### src/logic/tsrb_regs.svh
// Purpose: offsets, field positions, reset values and timing counts of the tuner register bank
// Assumes: byte-wide registers at consecutive addresses
// Notes:   reset values follow the advisory defaults
`ifndef TSRB_REGS_SVH
`define TSRB_REGS_SVH

// register addresses
`define TSRB_ADDR_FB_DIV_HIGH   4'h0
`define TSRB_ADDR_FB_DIV_LOW    4'h1
`define TSRB_ADDR_REF_DIV       4'h2
`define TSRB_ADDR_OSC_CONFIG    4'h3
`define TSRB_ADDR_DET_PUMP_BAND 4'h4
`define TSRB_ADDR_INPUT_GAIN    4'h5
`define TSRB_ADDR_POWER_DOWN    4'h6
`define TSRB_ADDR_SERIES_CAP    4'h7
`define TSRB_ADDR_PARALLEL_CAP  4'h8
`define TSRB_ADDR_ROM_POINTER   4'h9
`define TSRB_ADDR_RESERVED_SLOT 4'ha
`define TSRB_ADDR_ROM_READBACK  4'hb
`define TSRB_ADDR_STATUS        4'hc
`define TSRB_NUM_RW             11

// field positions
`define TSRB_OSC_SEL_HI         7
`define TSRB_OSC_SEL_LO         6
`define TSRB_SUB_BAND_HI        5
`define TSRB_SUB_BAND_LO        3
`define TSRB_LOCK_EN_BIT        2
`define TSRB_POST_DIV_HI        1
`define TSRB_POST_DIV_LO        0
`define TSRB_FILTER_LOAD_BIT    7
`define TSRB_STAT_POR_BIT       7
`define TSRB_STAT_LOCK_HI       6
`define TSRB_STAT_LOCK_LO       4

// reset values (advisory defaults)
`define TSRB_FB_DIV_DEFAULT     15'd4688
`define TSRB_RST_FB_DIV_HIGH    8'h12
`define TSRB_RST_FB_DIV_LOW     8'h50
`define TSRB_RST_REF_DIV        8'h40
`define TSRB_RST_OSC_CONFIG     8'hbe
`define TSRB_RST_DET_PUMP_BAND  8'h00
`define TSRB_RST_INPUT_GAIN     8'h01
`define TSRB_RST_POWER_DOWN     8'h00
`define TSRB_RST_SERIES_CAP     8'h0f
`define TSRB_RST_PARALLEL_CAP   8'h09
`define TSRB_RST_ROM_POINTER    8'h00
`define TSRB_RST_RESERVED_SLOT  8'h00
`define TSRB_RST_ROM_READBACK   8'h00

// power-up settle time before the host programs the bank
`define TSRB_CLK_HZ             25000000
`define TSRB_SETTLE_US          100
// cycles per microsecond first, so the product stays inside a 32-bit integer
`define TSRB_SETTLE_CYCLES      (`TSRB_SETTLE_US * (`TSRB_CLK_HZ / 1000000))

`endif

### src/logic/tsrb_pkg.sv
// Purpose: shared types of the tuner register bank
// Assumes: nothing beyond the register header
// Notes:   types only
package tsrb_pkg;
    typedef logic [7:0] tsrb_byte_t;
    typedef logic [3:0] tsrb_addr_t;
    typedef enum logic [1:0] {
        TSRB_OSC_OFF,
        TSRB_OSC_ONE,
        TSRB_OSC_TWO,
        TSRB_OSC_THREE
    } tsrb_osc_t;
endpackage

### src/logic/tsrb_bank.sv
// Purpose: control register bank of the tuner synthesizer and front end
// Assumes: the serial slave engine delivers byte accesses on CLK_SYS as strobes
// Notes:   lock indicator comes from analog logic and is synchronised here
// Contract
// - eleven writable registers read back stored bytes
// - status and ROM readback registers are read-only
// - feedback divider is high[6:0] then low byte
// - feedback divider advisory default is 4688
// - reference divider is bits 6-0, 16..127
// - reference divider advisory default is 64
// - oscillator select code, zero powers all down
// - three bits pick one of eight sub-bands
// - bit two enables lock detect circuitry
// - post divider codes give 4,8,16,32
// - power flag set by reset, cleared by status read
// - lock field reports low, high or locked
// - filter-load rising edge loads ROM readback
`timescale 1ns/1ns
`include "tsrb_regs.svh"

module tsrb_bank
    import tsrb_pkg::*;
(
    input  wire logic        CLK_SYS,          // system clock, 25 MHz
    input  wire logic        RESETN,           // power-on reset, active low
    input  wire logic        REG_WR,           // write strobe from serial engine
    input  wire logic        REG_RD,           // read strobe from serial engine
    input  wire tsrb_addr_t  REG_ADDR,         // register address
    input  wire tsrb_byte_t  REG_WDATA,        // write data
    output      tsrb_byte_t  REG_RDATA,        // read data, registered
    output      logic        REG_RVALID,       // read data valid pulse
    input  wire logic [2:0]  LOCK_IND,         // lock indicator from analog side
    output      logic [3:0]  FILTER_ROM_POINTER, // ROM entry address
    input  wire tsrb_byte_t  ROM_DATA,         // ROM entry at the pointer
    output      logic [14:0] FEEDBACK_DIV,     // integer feedback divider
    output      logic [6:0]  REFERENCE_DIV,    // reference divider
    output      logic [2:0]  OSC_ENABLE,       // one-hot oscillator enable, zero is all off
    output      logic [2:0]  SUB_BAND,         // oscillator sub-band number
    output      logic        LOCK_DETECT_ENABLE, // lock detect circuitry enable
    output      logic [5:0]  POST_DIV_RATIO,   // post divider ratio 4..32
    output      tsrb_byte_t  DET_PUMP_BAND,    // detector, pump and band byte
    output      tsrb_byte_t  INPUT_GAIN,       // input and gain control byte
    output      tsrb_byte_t  POWER_DOWN,       // power-down control byte
    output      tsrb_byte_t  SERIES_CAP,       // series capacitor byte
    output      logic [5:0]  PARALLEL_CAP,     // parallel capacitor field
    output      tsrb_byte_t  FILTER_ROM_READBACK, // loaded ROM entry
    output      logic        SETTLE_DONE       // settle time since reset elapsed
);

    localparam int SETTLE_CYCLES = `TSRB_SETTLE_CYCLES;

    // advisory reset value of a writable register
    function automatic tsrb_byte_t default_of(input int idx);
        case (idx)
            0:       default_of = `TSRB_RST_FB_DIV_HIGH;
            1:       default_of = `TSRB_RST_FB_DIV_LOW;
            2:       default_of = `TSRB_RST_REF_DIV;
            3:       default_of = `TSRB_RST_OSC_CONFIG;
            4:       default_of = `TSRB_RST_DET_PUMP_BAND;
            5:       default_of = `TSRB_RST_INPUT_GAIN;
            6:       default_of = `TSRB_RST_POWER_DOWN;
            7:       default_of = `TSRB_RST_SERIES_CAP;
            8:       default_of = `TSRB_RST_PARALLEL_CAP;
            9:       default_of = `TSRB_RST_ROM_POINTER;
            default: default_of = `TSRB_RST_RESERVED_SLOT;
        endcase
    endfunction

    // post divider ratio from its two-bit code
    function automatic logic [5:0] post_ratio(input logic [1:0] code);
        post_ratio = 6'h04 << code;
    endfunction

    // one-hot oscillator enable from the select code
    function automatic logic [2:0] osc_onehot(input tsrb_osc_t sel);
        case (sel)
            TSRB_OSC_ONE:   osc_onehot = 3'h1;
            TSRB_OSC_TWO:   osc_onehot = 3'h2;
            TSRB_OSC_THREE: osc_onehot = 3'h4;
            default:        osc_onehot = 3'h0;
        endcase
    endfunction

    logic        rst_s1_r;
    logic        rst_n_r;
    tsrb_byte_t  cfg_r [0:`TSRB_NUM_RW-1];
    logic [2:0]  lock_s1_r;
    logic [2:0]  lock_s2_r;
    logic        por_r;
    logic        fld_prev_r;
    tsrb_byte_t  rdbk_r;
    logic [11:0] settle_cnt_r;
    logic        settle_done_r;
    logic        wr_rw;
    logic        fld_rise;
    tsrb_osc_t   osc_sel;
    tsrb_byte_t  rd_nxt;

    // reset synchroniser, asserts at once and releases after two edges
    always_ff @(posedge CLK_SYS or negedge RESETN) begin
        if (!RESETN) begin
            rst_s1_r <= 1'b0;
            rst_n_r  <= 1'b0;
        end else begin
            rst_s1_r <= 1'b1;
            rst_n_r  <= rst_s1_r;
        end
    end

    // lock indicator arrives from another domain
    always_ff @(posedge CLK_SYS or negedge rst_n_r) begin
        if (!rst_n_r) begin
            lock_s1_r <= 3'h0;
            lock_s2_r <= 3'h0;
        end else begin
            lock_s1_r <= LOCK_IND;
            lock_s2_r <= lock_s1_r;
        end
    end

    // only addresses below the read-only pair store
    assign wr_rw = REG_WR && (REG_ADDR < `TSRB_ADDR_ROM_READBACK);

    always_ff @(posedge CLK_SYS or negedge rst_n_r) begin
        if (!rst_n_r) begin
            for (int i = 0; i < `TSRB_NUM_RW; i++) begin
                cfg_r[i] <= default_of(i);
            end
        end else if (wr_rw) begin
            cfg_r[REG_ADDR] <= REG_WDATA;
        end
    end

    // rising edge of the filter-load bit
    assign fld_rise = cfg_r[`TSRB_ADDR_PARALLEL_CAP][`TSRB_FILTER_LOAD_BIT] && !fld_prev_r;

    always_ff @(posedge CLK_SYS or negedge rst_n_r) begin
        if (!rst_n_r) begin
            fld_prev_r <= 1'b0;
        end else begin
            fld_prev_r <= cfg_r[`TSRB_ADDR_PARALLEL_CAP][`TSRB_FILTER_LOAD_BIT];
        end
    end

    // readback only loads from the ROM
    always_ff @(posedge CLK_SYS or negedge rst_n_r) begin
        if (!rst_n_r) begin
            rdbk_r <= `TSRB_RST_ROM_READBACK;
        end else if (fld_rise) begin
            rdbk_r <= ROM_DATA;
        end
    end

    // power flag set by reset, cleared by status read
    always_ff @(posedge CLK_SYS or negedge rst_n_r) begin
        if (!rst_n_r) begin
            por_r <= 1'b1;
        end else if (REG_RD && REG_ADDR == `TSRB_ADDR_STATUS) begin
            por_r <= 1'b0;
        end
    end

    always_comb begin
        rd_nxt = 8'h00;
        if (REG_ADDR < `TSRB_ADDR_ROM_READBACK) begin
            rd_nxt = cfg_r[REG_ADDR];
        end else if (REG_ADDR == `TSRB_ADDR_ROM_READBACK) begin
            rd_nxt = rdbk_r;
        end else if (REG_ADDR == `TSRB_ADDR_STATUS) begin
            rd_nxt = {por_r, lock_s2_r, 4'h0};
        end
    end

    // registered read answer one cycle after the strobe
    always_ff @(posedge CLK_SYS or negedge rst_n_r) begin
        if (!rst_n_r) begin
            REG_RDATA  <= 8'h00;
            REG_RVALID <= 1'b0;
        end else begin
            REG_RVALID <= REG_RD;
            if (REG_RD) begin
                REG_RDATA <= rd_nxt;
            end
        end
    end

    // settle counter tells the host when programming may start
    always_ff @(posedge CLK_SYS or negedge rst_n_r) begin
        if (!rst_n_r) begin
            settle_cnt_r  <= 12'h000;
            settle_done_r <= 1'b0;
        end else if (!settle_done_r) begin
            settle_cnt_r  <= settle_cnt_r + 12'h001;
            settle_done_r <= (settle_cnt_r == 12'(SETTLE_CYCLES - 1));
        end
    end

    assign FEEDBACK_DIV  = {cfg_r[`TSRB_ADDR_FB_DIV_HIGH][6:0], cfg_r[`TSRB_ADDR_FB_DIV_LOW]};
    assign REFERENCE_DIV = cfg_r[`TSRB_ADDR_REF_DIV][6:0];

    assign osc_sel    = tsrb_osc_t'(cfg_r[`TSRB_ADDR_OSC_CONFIG][`TSRB_OSC_SEL_HI:`TSRB_OSC_SEL_LO]);
    assign OSC_ENABLE = osc_onehot(osc_sel);
    // sub-band number straight from the code
    assign SUB_BAND   = cfg_r[`TSRB_ADDR_OSC_CONFIG][`TSRB_SUB_BAND_HI:`TSRB_SUB_BAND_LO];
    assign LOCK_DETECT_ENABLE = cfg_r[`TSRB_ADDR_OSC_CONFIG][`TSRB_LOCK_EN_BIT];
    assign POST_DIV_RATIO = post_ratio(cfg_r[`TSRB_ADDR_OSC_CONFIG][`TSRB_POST_DIV_HI:`TSRB_POST_DIV_LO]);

    // remaining control bytes go straight to the front end, parallel cap and ROM pointer as their low fields
    assign DET_PUMP_BAND       = cfg_r[`TSRB_ADDR_DET_PUMP_BAND];
    assign INPUT_GAIN          = cfg_r[`TSRB_ADDR_INPUT_GAIN];
    assign POWER_DOWN          = cfg_r[`TSRB_ADDR_POWER_DOWN];
    assign SERIES_CAP          = cfg_r[`TSRB_ADDR_SERIES_CAP];
    assign PARALLEL_CAP        = cfg_r[`TSRB_ADDR_PARALLEL_CAP][5:0];
    assign FILTER_ROM_POINTER  = cfg_r[`TSRB_ADDR_ROM_POINTER][3:0];
    assign FILTER_ROM_READBACK = rdbk_r;
    assign SETTLE_DONE         = settle_done_r;
endmodule

### config.mk
export PLATFORM = sky130hd
export DESIGN_NAME = tsrb_bank
export DESIGN_NICKNAME = d
export VERILOG_FILES = /design/src/logic/tsrb_pkg.sv /design/src/logic/tsrb_bank.sv
export VERILOG_INCLUDE_DIRS = /design/src /design/src/logic
export SDC_FILE = /design/constraint.sdc
export NUM_CORES = 1
export LEC_CHECK = 0
export BUFFER_PORTS_ARGS = -buffer_cell sky130_fd_sc_hd__buf_2
export CORE_UTILIZATION = 56
export DETAILED_ROUTE_END_ITERATION = 16
export GPL_ROUTABILITY_DRIVEN = 0
export PLACE_DENSITY = 0.92
export RECOVER_POWER = 50
export SLEW_MARGIN = 10
export SYNTH_ARGS = -nofsm -noshare
export SYNTH_HDL_FRONTEND = slang
export SYNTH_SLANG_ARGS = --single-unit
### constraint.sdc
create_clock -name CLK_SYS -period 4.1 [get_ports CLK_SYS]
set_input_delay 1.23 -clock CLK_SYS [delete_from_list [all_inputs] [get_ports CLK_SYS]]
set_output_delay 1.23 -clock CLK_SYS [all_outputs]
set_load 0.03 [all_outputs]
=== Word-level counts from Yosys, hierarchy flattened ===
Index checks and enable logic that the tools add are counted.

* Reduce and logical (&&, ||, !) cells: 5
* Order comparisons: 3
* Divide/modulo/power cells: 0
* Add/subtract/negate cells: 1
* $mul: 0
* Eq/ne operators: 6
* Multiplexer cells: 11
* Shift operators: 1
* Bitwise operators: 1

{| class="wikitable"
|+ Operators by type and width
! kind !! count
|-
| 88-bit bitwise mux || 1
|-
| 8-bit two-way mux || 6
|-
| 8-bit binary-select mux with 4-bit select || 1
|-
| 8-bit demux with 4-bit select || 1
|-
| 12-bit by 1-bit adder with 12-bit output, second input constant || 1
|-
| 12-bit equality test, second input constant || 1
|-
| 3-bit case mux with 3 select lines || 1
|-
| 4-bit equality test, second input constant || 2
|-
| 3-bit by 2-bit << shifter with 6-bit output, first input constant || 1
|-
| 5-bit >= comparator, second input constant || 1
|-
| 5-bit by 1-bit < comparator with 1-bit output, second input constant || 1
|-
| 4-bit inverter with 5-bit output || 1
|-
| 2-bit equality test, second input constant || 2
|-
| 1-bit logical AND || 4
|-
| 4-bit < comparator, second input constant || 1
|-
| 2-bit by 1-bit equality test with 1-bit output, second input constant || 1
|-
| 1-bit logical NOT || 1
|-
| 1-bit two-way mux || 1
|}

* Bits in latches: 0
* Bits of input ports: 27
* ROM bits: 0
* Logic and storage cells: 50
* RAM bits: 0
* Memories: 0
* Bits in registers: 128
* Output and inout bits: 95

=== Depth between registers and ports, before layout ===
Gate-level depths: netlist (run 1).

* Depth after elaboration: 6
* Mapped depth: 6
* Mapped depth without buffers: 5

=== Worst setup path before layout (run 1) ===
Ideal clock, no wire load.

* Path type: input -> register
* Start point: input port REG_ADDR[0]
* End point: register cfg_r[7] (netlist name)
* Path slack: 1634 ps
* Stages on the path: 5
* Arrival time: 2341 ps
* Library setup time: 125 ps
* Data required time: 3975 ps
* Buffers on the path: 2
* Path through: buf_6 > buf_6 > nand3b_4 > nor2_2 > mux2_2

* Longest elaborated chain between the ends: 6
* Elaborated cells on any way between the ends: 9
* Classes of those cells: order compare: 3; mux: 3; bitwise: 1; reduce/logical: 2

{| class="wikitable"
|+ RTL lines
! what !! line !! source
|-
| start: declaration || tsrb_bank.sv:28 || <nowiki>input wire tsrb_addr_t REG_ADDR,</nowiki>
|-
| 4-bit inverter with 5-bit output (not written as such) || tsrb_bank.sv:130 || <nowiki>cfg_r[REG_ADDR] <= REG_WDATA;</nowiki>
|-
| 5-bit >= comparator (not written as such) or 5-bit by 1-bit < comparator with 1-bit output (tied branches) || tsrb_bank.sv:130 ||
|-
| 1-bit logical AND (not written as such) || tsrb_bank.sv:130 ||
|-
| 8-bit two-way mux (not written as such) || tsrb_bank.sv:130 ||
|-
| 8-bit demux with 4-bit select || tsrb_bank.sv:130 ||
|-
| 88-bit bitwise mux || tsrb_bank.sv:130 ||
|-
| end signal: indexed assignment || tsrb_bank.sv:127 || <nowiki>cfg_r[i] <= default_of(i);</nowiki>
|-
| end: declaration || tsrb_bank.sv:86 || <nowiki>tsrb_byte_t cfg_r [0:`TSRB_NUM_RW-1];</nowiki>
|}

Several ways; a longest one is shown, not always the timed one.
A chain may end at the register's enable or synchronous reset.

=== Worst setup path after layout (run 1) ===
* Start point: input port REG_ADDR[3]
* End point: register cfg_r (netlist bit PARALLEL_CAP[4])

Same word-level chain as after synthesis.

==> results.cfg, run 1 <==
[outcome]
status = complete, but fails checks
violations = capacitance limit, slew limit

[min_path]
hold_class = reg -> reg

[clocking]
clk_latency_ns = 0.52
cts-root-buf = clkbuf_8
post_cts_buffers = 0
htreeDepth = 4
clock_path_buffers = 2
cts_buffers = 17
ctsResizeCount = 0
clk_pin_slew_worst_paths_ns = 0.06
clock-sinks = 128
hold_buffers = 0
cts_tree = done

[synth]
ys_types = 44
syn-mean-instance-area_um2 = 13.92
synth_area_leaders = dfrtp_1 43%, mux2_2 18%, buf_4 8.3%
synthesis.area_um2 = 6279
synth_top_cell_by_area = dfrtp_1
synth_top_area_share = 0.4344
ys_ff_latch = 128
ys_warn_count = 0
syn_inst = 451
seq_area_frac_synth = 0.5139

[detailed_routing]
drt-pass1-iter-count = 4
drt_iter0_drc = 271
vias = 3796
remaining_drc_errors = 0
vias_per_cell = 5.795
detail-route-antenna-nets = 0
wl_mm = 13.87
detail_route.wl_per_cell_um = 21.18

[floorplanning]
die_area_um2 = 11640
fp.dieH_um = 107.9
io_pins = 122
die_w_um = 107.9
initial_core_util = 0.5766
std_cell_rows = 38
core_um2 = 10890

[timing]
setup_violations = 0
finalCriticalPeriod_ns = 2.815
rsz0062_at_grt = false
finalCritPeriodShare = 0.6865
clock_skew_ns = 0.008044
worst_slew_pin_slew_ns = 2.058
relSlewSlack = -0.3721
setup_tns_ns = 0
clock.fmax_ghz = 0.3553
slew_violations = 54
hold_viol = 0

[power]
p_clk_frac = 0.323
seqPwrFrac = 0.400
combPwrFrac = 0.277
p_sw_mw = 1.524
ir_worst_vdd_mv = 0.3435
p_leak_nw = 3.164
p_int_mw = 2.918
powerDensity_nw_per_um2 = 635.8
swShare = 0.3431

[placement]
dp_cells = 624
numPortBuffers = 119
place.detailed.hpwl_mm = 9.742

[worst_setup_path]
worstPathArrival_ns = 3.22
crit_path_end_kind = register
cp-start-kind = input pin
path_class = in -> reg
worstPathRequired_ns = 4.50
crit_fanout = 19

[final_layout]
instances_no_fill = 655
layout-drive-gt1-share = 0.5806
nFillCells = 787
diodes = 0
nNetsFinal = 531
syn_to_final_growth_pct = 11.30

[global_route]
grtUsageTotal = 0.2600
grt_pass1_wl_mm = 21.85
grt_pass1_vias = 3941
antenna_found_initial = 0
grt-ovfl-total = 0
grt_max_degree = 54

[flow_run]
maxCapViolations = 1
[logic make-up (layout without fill, tap and decap cells)]
logic type	count (synthesis)	in the layout	synth area share
other	2	3	0.001196
DFF	128	128	0.5140
and+or+nand+nor	58	58	0.06875
xor gates and xnor gates	11	11	0.01535
AOI/OAI and AO/OA	30	30	0.03826
adders and majority gates	1	1	0.001993
muxes	129	129	0.2577
buffers and inverters	92	155	0.1028
[metrics by stage]
step                      cell area, µm²  power, mW  utilization  worst slack, ns  hold slack (ns)
after CTS                           7005      4.468       0.6434            1.357           0.3472
after global routing                6988      4.612       0.6418           0.8396           0.3572
final                               6988      4.443       0.6418            1.285           0.3473
after detailed placement            6441      3.033       0.5916           0.8350           0.3410
after floorplan                     6282      2.852            -           0.3030           0.3312
after global placement              6441      2.983       0.5916           0.8995           0.3374
[cell usage after synthesis, drive strengths merged]
master  count
a221o       4
inv         2
xor2        2
and3b       1
and3        2
nand4b      1
a221oi      4
nand3       4
o211ai      4
nor3        4
and2        2
nor2       14
nand2       9
dfrtp     109
nor4b       2
mux2      101
a22oi       4
nand2b      3
and4b       1
nor2b       8
dfstp      19
a31o        1
nor3b       3
xnor2       9
nand4       1
buf        79
a31oi       5
a22o        4
mux2i      12
o21a        4
ha          1
nand3b      3
mux4       16
conb        2
clkbuf     11
[sequential cells by signal (all words and copies together), names as in the netlist]
register,cells
rst_n_r,1
LOCK_DETECT_ENABLE,1
SERIES_CAP,8
por_r,1
FILTER_ROM_READBACK,8
INPUT_GAIN,8
lock_s2_r,3
DET_PUMP_BAND,8
lock_s1_r,3
fld_prev_r,1
settle_cnt_r,12
SUB_BAND,3
REG_RVALID,1
FILTER_ROM_POINTER,4
REG_RDATA,8
POWER_DOWN,8
cfg_r,20
SETTLE_DONE,1
FEEDBACK_DIV,15
REFERENCE_DIV,7
rst_s1_r,1
PARALLEL_CAP,6
[path summary, 6_finish.rpt]
path	slack, ns	endpoint	from	cells past startpoint
max	1.29	PARALLEL_CAP[4]$_DFFE_PN0P_	REG_ADDR[3]	4
min	0.35	lock_s2_r[1]$_DFF_PN0_	lock_s1_r[1]$_DFF_PN0_	0
max reg2reg	1.37	INPUT_GAIN[1]$_DFFE_PN0P_	rst_n_r$_DFF_PN0_	1
min reg2reg	0.35	lock_s2_r[1]$_DFF_PN0_	lock_s1_r[1]$_DFF_PN0_	0
max in group asynchronous	1.37	INPUT_GAIN[1]$_DFFE_PN0P_	rst_n_r$_DFF_PN0_	1
min in group asynchronous	0.48	rst_s1_r$_DFF_PN0_	RESETN	1
[power groups by stage]
| stage | sequential (mW) | combinational (mW) | clock [mW] |
|---|---|---|---|
| 6_report | 1.78 | 1.23 | 1.43 |
| 5_1_grt | 1.81 | 1.30 | 1.49 |
| 4_1_cts | 1.78 | 1.25 | 1.45 |
| 3_5_place_dp | 1.79 | 1.24 | 0 |
| 3_3_place_gp | 1.77 | 1.21 | 0 |
| 2_1_floorplan | 1.84 | 1.01 | 0 |
[layout make-up]
class,instances,area [µm²],area share
clock buffer,21,449.2,0.06428
clock inverter,10,115.1,0.01647
inverter,2,7.507,0.001074
multi-input combinational,232,2405,0.3441
sequential,128,3227,0.4618
tap,140,175.2,0.02507
timing repair buffer,122,609.3,0.08720
[worst max-delay path, stage by stage]
cell and delay [ns]:
clkbuf_1 0.78, nor2b_1 0.44, nand2_1 0.37, mux2_2 0.39
[placed cells by master (no fill, tap or decap), types with 3 or more instances in the layout]
cell / Yosys / final
buf_2: 6 / 116
dfrtp_1: 109 / 109
mux2_2: 101 / 101
dfstp_2: 19 / 19
mux4_2: 16 / 16
clkbuf_16: 0 / 16
mux2i_1: 12 / 12
nor2_1: 9 / 9
xnor2_1: 9 / 9
nor2b_1: 8 / 8
nand2_1: 6 / 8
clkinvlp_4: 0 / 6
a31oi_1: 5 / 5
clkbuf_1: 11 / 5
nand3_1: 4 / 4
a22o_1: 4 / 4
a22oi_1: 4 / 4
a221oi_1: 4 / 4
a221o_1: 4 / 4
o211ai_1: 4 / 4
o21a_1: 4 / 4
nor3_4: 3 / 3
nand2b_1: 3 / 3
nor2_4: 3 / 3
conb_1: 2 / 3
clkbuf_8: 0 / 3
[layer usage]
metal,track usage,up-vias,share of wire
met4,0.09980,0,0.021
met3,0.07082,24,0.064
met5,0,-,0
met2,0.4318,151,0.52
li1,-,1650,-
met1,0.3235,1971,0.39
Power figures use the tool's default switching activity.
==> run 2: changes to the inputs <==
==> constraint.sdc (replaced) <==
create_clock -name CLK_SYS -period 2.95 [get_ports CLK_SYS]
set_input_delay 0.885 -clock CLK_SYS [delete_from_list [all_inputs] [get_ports CLK_SYS]]
set_output_delay 0.885 -clock CLK_SYS [all_outputs]
set_load 0.03 [all_outputs]
==> run 2 against run 1 <==
  * The run now ends clean
  * Design area about the same
  * Flip-flop and latch count is the same
  * Critical path depth unchanged
  * Worst hold slack worse by 0.21 ns
  * First-iteration DRC count decreased by 8.5%
  * Core utilization hardly changed
  * Power rose by 38%
  * Cell count increased by 0.46%
  * Combinational power increased by 40%
  * Critical path type unchanged
  * Largest power group unchanged
  * Highest routed layer unchanged
==> results.cfg, run 2 (synthesis results as in run 1) <==
[flow_run]
maxCapViolations = 0

[placement]
place.detailed.hpwl_mm = 9.888
numPortBuffers = 119
pre_cts_ws_ns = 0.3047

[global_route]
grtUsageTotal = 0.2600
antenna_found_initial = 0
grt_pass1_vias = 4062
grt_max_degree = 67
grt-ovfl-total = 0
grt_pass1_wl_mm = 21.85

[final_layout]
syn_to_final_growth_pct = 11.28
largest_register_ffs = 20
nNetsFinal = 533
layout_commonest_cell = buf_2
diodes = 0
post-route-util = 0.6417
top_register = cfg_r
layout-drive-gt1-share = 0.5772
final_cell_mix = 116 x buf_2, 108 x dfrtp_1, 101 x mux2_2, 19 x dfstp_2

[detailed_routing]
wl_met1_mm = 5.518
highest_layer = met4
wl_met2_mm = 7.205
route.met3.wl_mm = 1.004
drt_iter0_drc = 248
wl_mm = 14.08
detail_route.wl_per_cell_um = 21.39
vias = 3872
drt-pass1-iter-count = 4
vias_per_cell = 5.884
remaining_drc_errors = 0
detail-route-antenna-nets = 0

[timing]
setup_tns_ns = 0
hold_viol = 0
finalCriticalPeriod_ns = 2.619
rsz0062_at_grt = false
setup_violations = 0
whs_ns = 0.1414
slew_violations = 0
setup_slack_ns = 0.3306
finalCritPeriodShare = 0.8879
worst_slew_pin_slew_ns = 1.398
relSlewSlack = 0.06806
clock.fmax_ghz = 0.3818
clock_skew_ns = 0.006179

[power]
p_int_mw = 4.018
seqPwrFrac = 0.403
swShare = 0.3456
powerDensity_nw_per_um2 = 878.9
p_sw_mw = 2.122
ir_worst_vdd_mv = 0.4044
p_clk_frac = 0.317
combPwrFrac = 0.280
p_leak_nw = 3.175
total_power_mw = 6.140

[floorplanning]
std_cell_rows = 38
core_um2 = 10890
initial_core_util = 0.5766
die_area_um2 = 11640
fp.dieH_um = 107.9
io_pins = 122
die_w_um = 107.9

[worst_setup_path]
path_class = in -> reg
worstPathRequired_ns = 3.36
cp-start-kind = input pin
crit_fanout = 17
cp-endpoint = cfg_r[2]$_DFFE_PN0P_
crit_path_end_kind = register
setup.worst_path.start = REG_ADDR[1]
cp_cell_sequence = clkbuf_1, nand3b_4, nor2_1, mux2_2
rr_startpoint = rst_n_r$_DFF_PN0_
cp_slowest_cell = clkbuf_1
slowest_delay_ns = 0.81
r2r_end = INPUT_GAIN[5]$_DFFE_PN0P_
reg2reg_slack_ns = 0.71
worstPathArrival_ns = 3.03
ff2ff_path_depth = 1

[clocking]
clk_latency_ns = 0.52
cts-root-buf = clkbuf_8
clock-sinks = 128
ctsResizeCount = 0
cts_tree = done
hold_buffers = 0
post_cts_buffers = 0
cts_buffers = 17
clock_path_buffers = 2
htreeDepth = 4
clk_pin_slew_worst_paths_ns = 0.06

[outcome]
status = finished, final reports clean

[min_path]
hold_class = in -> async
## run 2: metrics by stage
stage / cell area (µm²) / std cells
final: 6987 / 658
after global routing: 6987 / 658
after CTS: 7027 / 658
after detailed placement: 6469 / 626
after global placement: 6469 / 626
after floorplan: 6284 / 452
## run 2: area by class of cell
cell class | count | area (µm²)
clock buffers | 22 | 473.0
clock inverters | 10 | 85.08
fillers | 784 | 3901
inverters | 2 | 7.507
multi-input cells | 232 | 2386
flip-flops and latches | 128 | 3228
well taps | 140 | 175.2
repair buffers | 124 | 631.9
## run 2: power groups by stage
stage / clock network (mW) / registers [mW] / logic [mW]
5_1_grt: 2.04 / 2.53 / 1.81
2_1_floorplan: 0 / 2.55 / 1.41
3_5_place_dp: 0 / 2.50 / 1.73
3_3_place_gp: 0 / 2.47 / 1.68
6_report: 1.95 / 2.48 / 1.72
4_1_cts: 1.96 / 2.47 / 1.74
## run 2: critical path: cells and delay by family
kind	cells	cell delay, ns
muxes	1	0.42
and+or+nand+nor	2	0.89
buffers and inverters	1	0.81
## run 2: routing by layer
layer,track usage,vias to the layer above
li1,-,1649
met1,0.3171,1996
met2,0.4286,189
met3,0.07203,38
met4,0.1204,0
met5,0,-
## run 2: how the worst min path moves through the flow
| stage | from | end | slack, ns | cells after the start |
|---|---|---|---|---|
| after global routing | RESETN | rst_s1_r$_DFF_PN0_ | 0.13 | 1 |
| after global placement | rst_s1_r$_DFF_PN0_ | rst_n_r$_DFF_PN0_ | 0.34 | 0 |
| final | RESETN | rst_s1_r$_DFF_PN0_ | 0.14 | 1 |
| after CTS | RESETN | rst_n_r$_DFF_PN0_ | 0.12 | 1 |
| after detailed placement | lock_s1_r[0]$_DFF_PN0_ | lock_s2_r[0]$_DFF_PN0_ | 0.34 | 0 |
| after floorplan | rst_s1_r$_DFF_PN0_ | rst_n_r$_DFF_PN0_ | 0.33 | 0 |
==> run 3: changes to the inputs <==
--- a/config.mk
+++ b/config.mk
@@ -10,7 +10,7 @@
 export CORE_UTILIZATION = 56
 export DETAILED_ROUTE_END_ITERATION = 16
 export GPL_ROUTABILITY_DRIVEN = 0
-export PLACE_DENSITY = 0.92
+export PLACE_DENSITY = 0.86
 export RECOVER_POWER = 50
 export SLEW_MARGIN = 10
 export SYNTH_ARGS = -nofsm -noshare
==> run 3 against run 2 <==
  * Register-to-register slack gained 0.11 ns
  * Non-clock buffer count grew 2
  * Sequential power is essentially flat
  * Cell count grew 0.30%
  * Flip-flop and latch count is the same
  * Critical endpoint is now INPUT_GAIN[7]$_DFFE_PN0P_
  * Largest cell class unchanged
  * Highest routed layer unchanged
==> results.cfg, run 3 (synthesis results as in run 1) <==
[detailed_routing]
vias = 3778
wl_mm = 13.34
remaining_drc_errors = 0
detail_route.wl_per_cell_um = 20.21
drt-pass1-iter-count = 4
detail-route-antenna-nets = 0
drt_iter0_drc = 172
vias_per_cell = 5.724

[global_route]
antenna_found_initial = 0
grt_max_degree = 65
grt_pass1_wl_mm = 21.82
grt-ovfl-total = 0
grt_pass1_vias = 3979
grtUsageTotal = 0.2605

[floorplanning]
die_area_um2 = 11640
initial_core_util = 0.5766
core_um2 = 10890
die_w_um = 107.9
std_cell_rows = 38
fp.dieH_um = 107.9
io_pins = 122

[timing]
clock.fmax_ghz = 0.3981
rsz0062_at_grt = false
finalCritPeriodShare = 0.8515
finalCriticalPeriod_ns = 2.512
clock_skew_ns = 0.006374
setup_tns_ns = 0
worst_slew_pin_slew_ns = 1.290
setup_violations = 0
whs_ns = 0.1430
hold_viol = 0
slew_violations = 0
relSlewSlack = 0.1398

[clocking]
clock_path_buffers = 2
cts-root-buf = clkbuf_8
cts_tree = done
post_cts_buffers = 0
clk_pin_slew_worst_paths_ns = 0.05
ctsResizeCount = 0
clk_latency_ns = 0.52
htreeDepth = 4
clock-sinks = 128
cts_buffers = 17
hold_buffers = 0

[power]
p_int_mw = 4.390
p_clk_frac = 0.359
seqPwrFrac = 0.380
powerDensity_nw_per_um2 = 913.7
total_power_mw = 6.504
ir_worst_vdd_mv = 0.4893
combPwrFrac = 0.262
swShare = 0.3250
p_sw_mw = 2.114
p_leak_nw = 3.242

[final_layout]
syn_to_final_growth_pct = 13.37
final_area_um2 = 7118
layout_commonest_cell = buf_2
nNetsFinal = 535
top_register = cfg_r
instances_no_fill = 660
final_cell_mix = 116 x buf_2, 109 x dfrtp_1, 101 x mux2_2, 19 x dfstp_2
largest_register_ffs = 20
diodes = 0
layout-drive-gt1-share = 0.5846

[min_path]
hold_class = in -> async

[worst_setup_path]
cp_cell_sequence = clkbuf_1, nand2b_1, nor2_4, mux2_2
crit_path_end_kind = register
slowest_delay_ns = 0.79
cp-start-kind = input pin
worstPathArrival_ns = 2.92
path_class = in -> reg
cp_slowest_cell = clkbuf_1
worstPathRequired_ns = 3.35
crit_fanout = 16
rr_startpoint = rst_n_r$_DFF_PN0_
setup.worst_path.start = REG_ADDR[2]

[placement]
place.detailed.hpwl_mm = 9.565
placed_area_um2 = 6484
numPortBuffers = 119
dp_cells = 628

[flow_run]
maxCapViolations = 0

[outcome]
status = finished, final reports clean
## run 3: cell count changes in the layout (fill, tap and decap cells not counted), moves of 2 or more
cell / change
buf_4: +4
bufinv_16: +5
clkbuf_1: -2
clkbuf_8: -3
clkinv_2: -4
clkinv_4: +4
clkinvlp_4: -2
## run 3: layout make-up
cell class              instances  area (µm²)
flip-flops and latches        128        3227
clock buffers                  19       431.7
fillers                       760        3770
clock inverters                13       235.2
multi-input cells             232        2400
inverters                       2       7.507
well taps                     140       175.2
repair buffers                126       641.9
## run 3: metal layers
layer,vias up,share of wire,global-route usage
met1,1959,0.42,0.3449
met3,12,0.071,0.07990
met4,0,0.012,0.08806
met5,-,0,0
li1,1661,-,-
met2,146,0.50,0.4084
## run 3: critical path: cells and delay by family
kind,cells,cell delay (ns)
simple gates,2,0.85
buf+inv,1,0.79
mux,1,0.39
## run 3: final timing paths
| check | end | slack [ns] | depth (start not counted) |
|---|---|---|---|
| setup reg to reg | DET_PUMP_BAND[7]$_DFFE_PN0P_ | 0.82 | 1 |
| max in group asynchronous | DET_PUMP_BAND[7]$_DFFE_PN0P_ | 0.82 | 1 |
| hold reg to reg | rst_n_r$_DFF_PN0_ | 0.35 | 0 |
| setup / recovery | INPUT_GAIN[7]$_DFFE_PN0P_ | 0.44 | 4 |
| hold / removal | rst_s1_r$_DFF_PN0_ | 0.14 | 1 |
| min in group CLK_SYS | rst_n_r$_DFF_PN0_ | 0.35 | 0 |
## run 3: per-stage QoR
step	setup WS (ns)	utilization
2_1_floorplan	0.8288	-
3_3_place_gp	0.3164	0.5955
3_5_place_dp	0.2629	0.5955
4_1_cts	0.6009	0.6567
5_1_grt	0.3218	0.6538
6_report	0.4379	0.6538
## run 3: power groups by stage
| stage | logic (mW) | registers [mW] | clock network (mW) |
|---|---|---|---|
| global route | 1.80 | 2.53 | 2.45 |
| finish | 1.70 | 2.47 | 2.33 |
| CTS | 1.72 | 2.47 | 2.36 |
| detailed placement | 1.71 | 2.50 | 0 |
| global placement | 1.68 | 2.48 | 0 |
| floorplan | 1.41 | 2.55 | 0 |
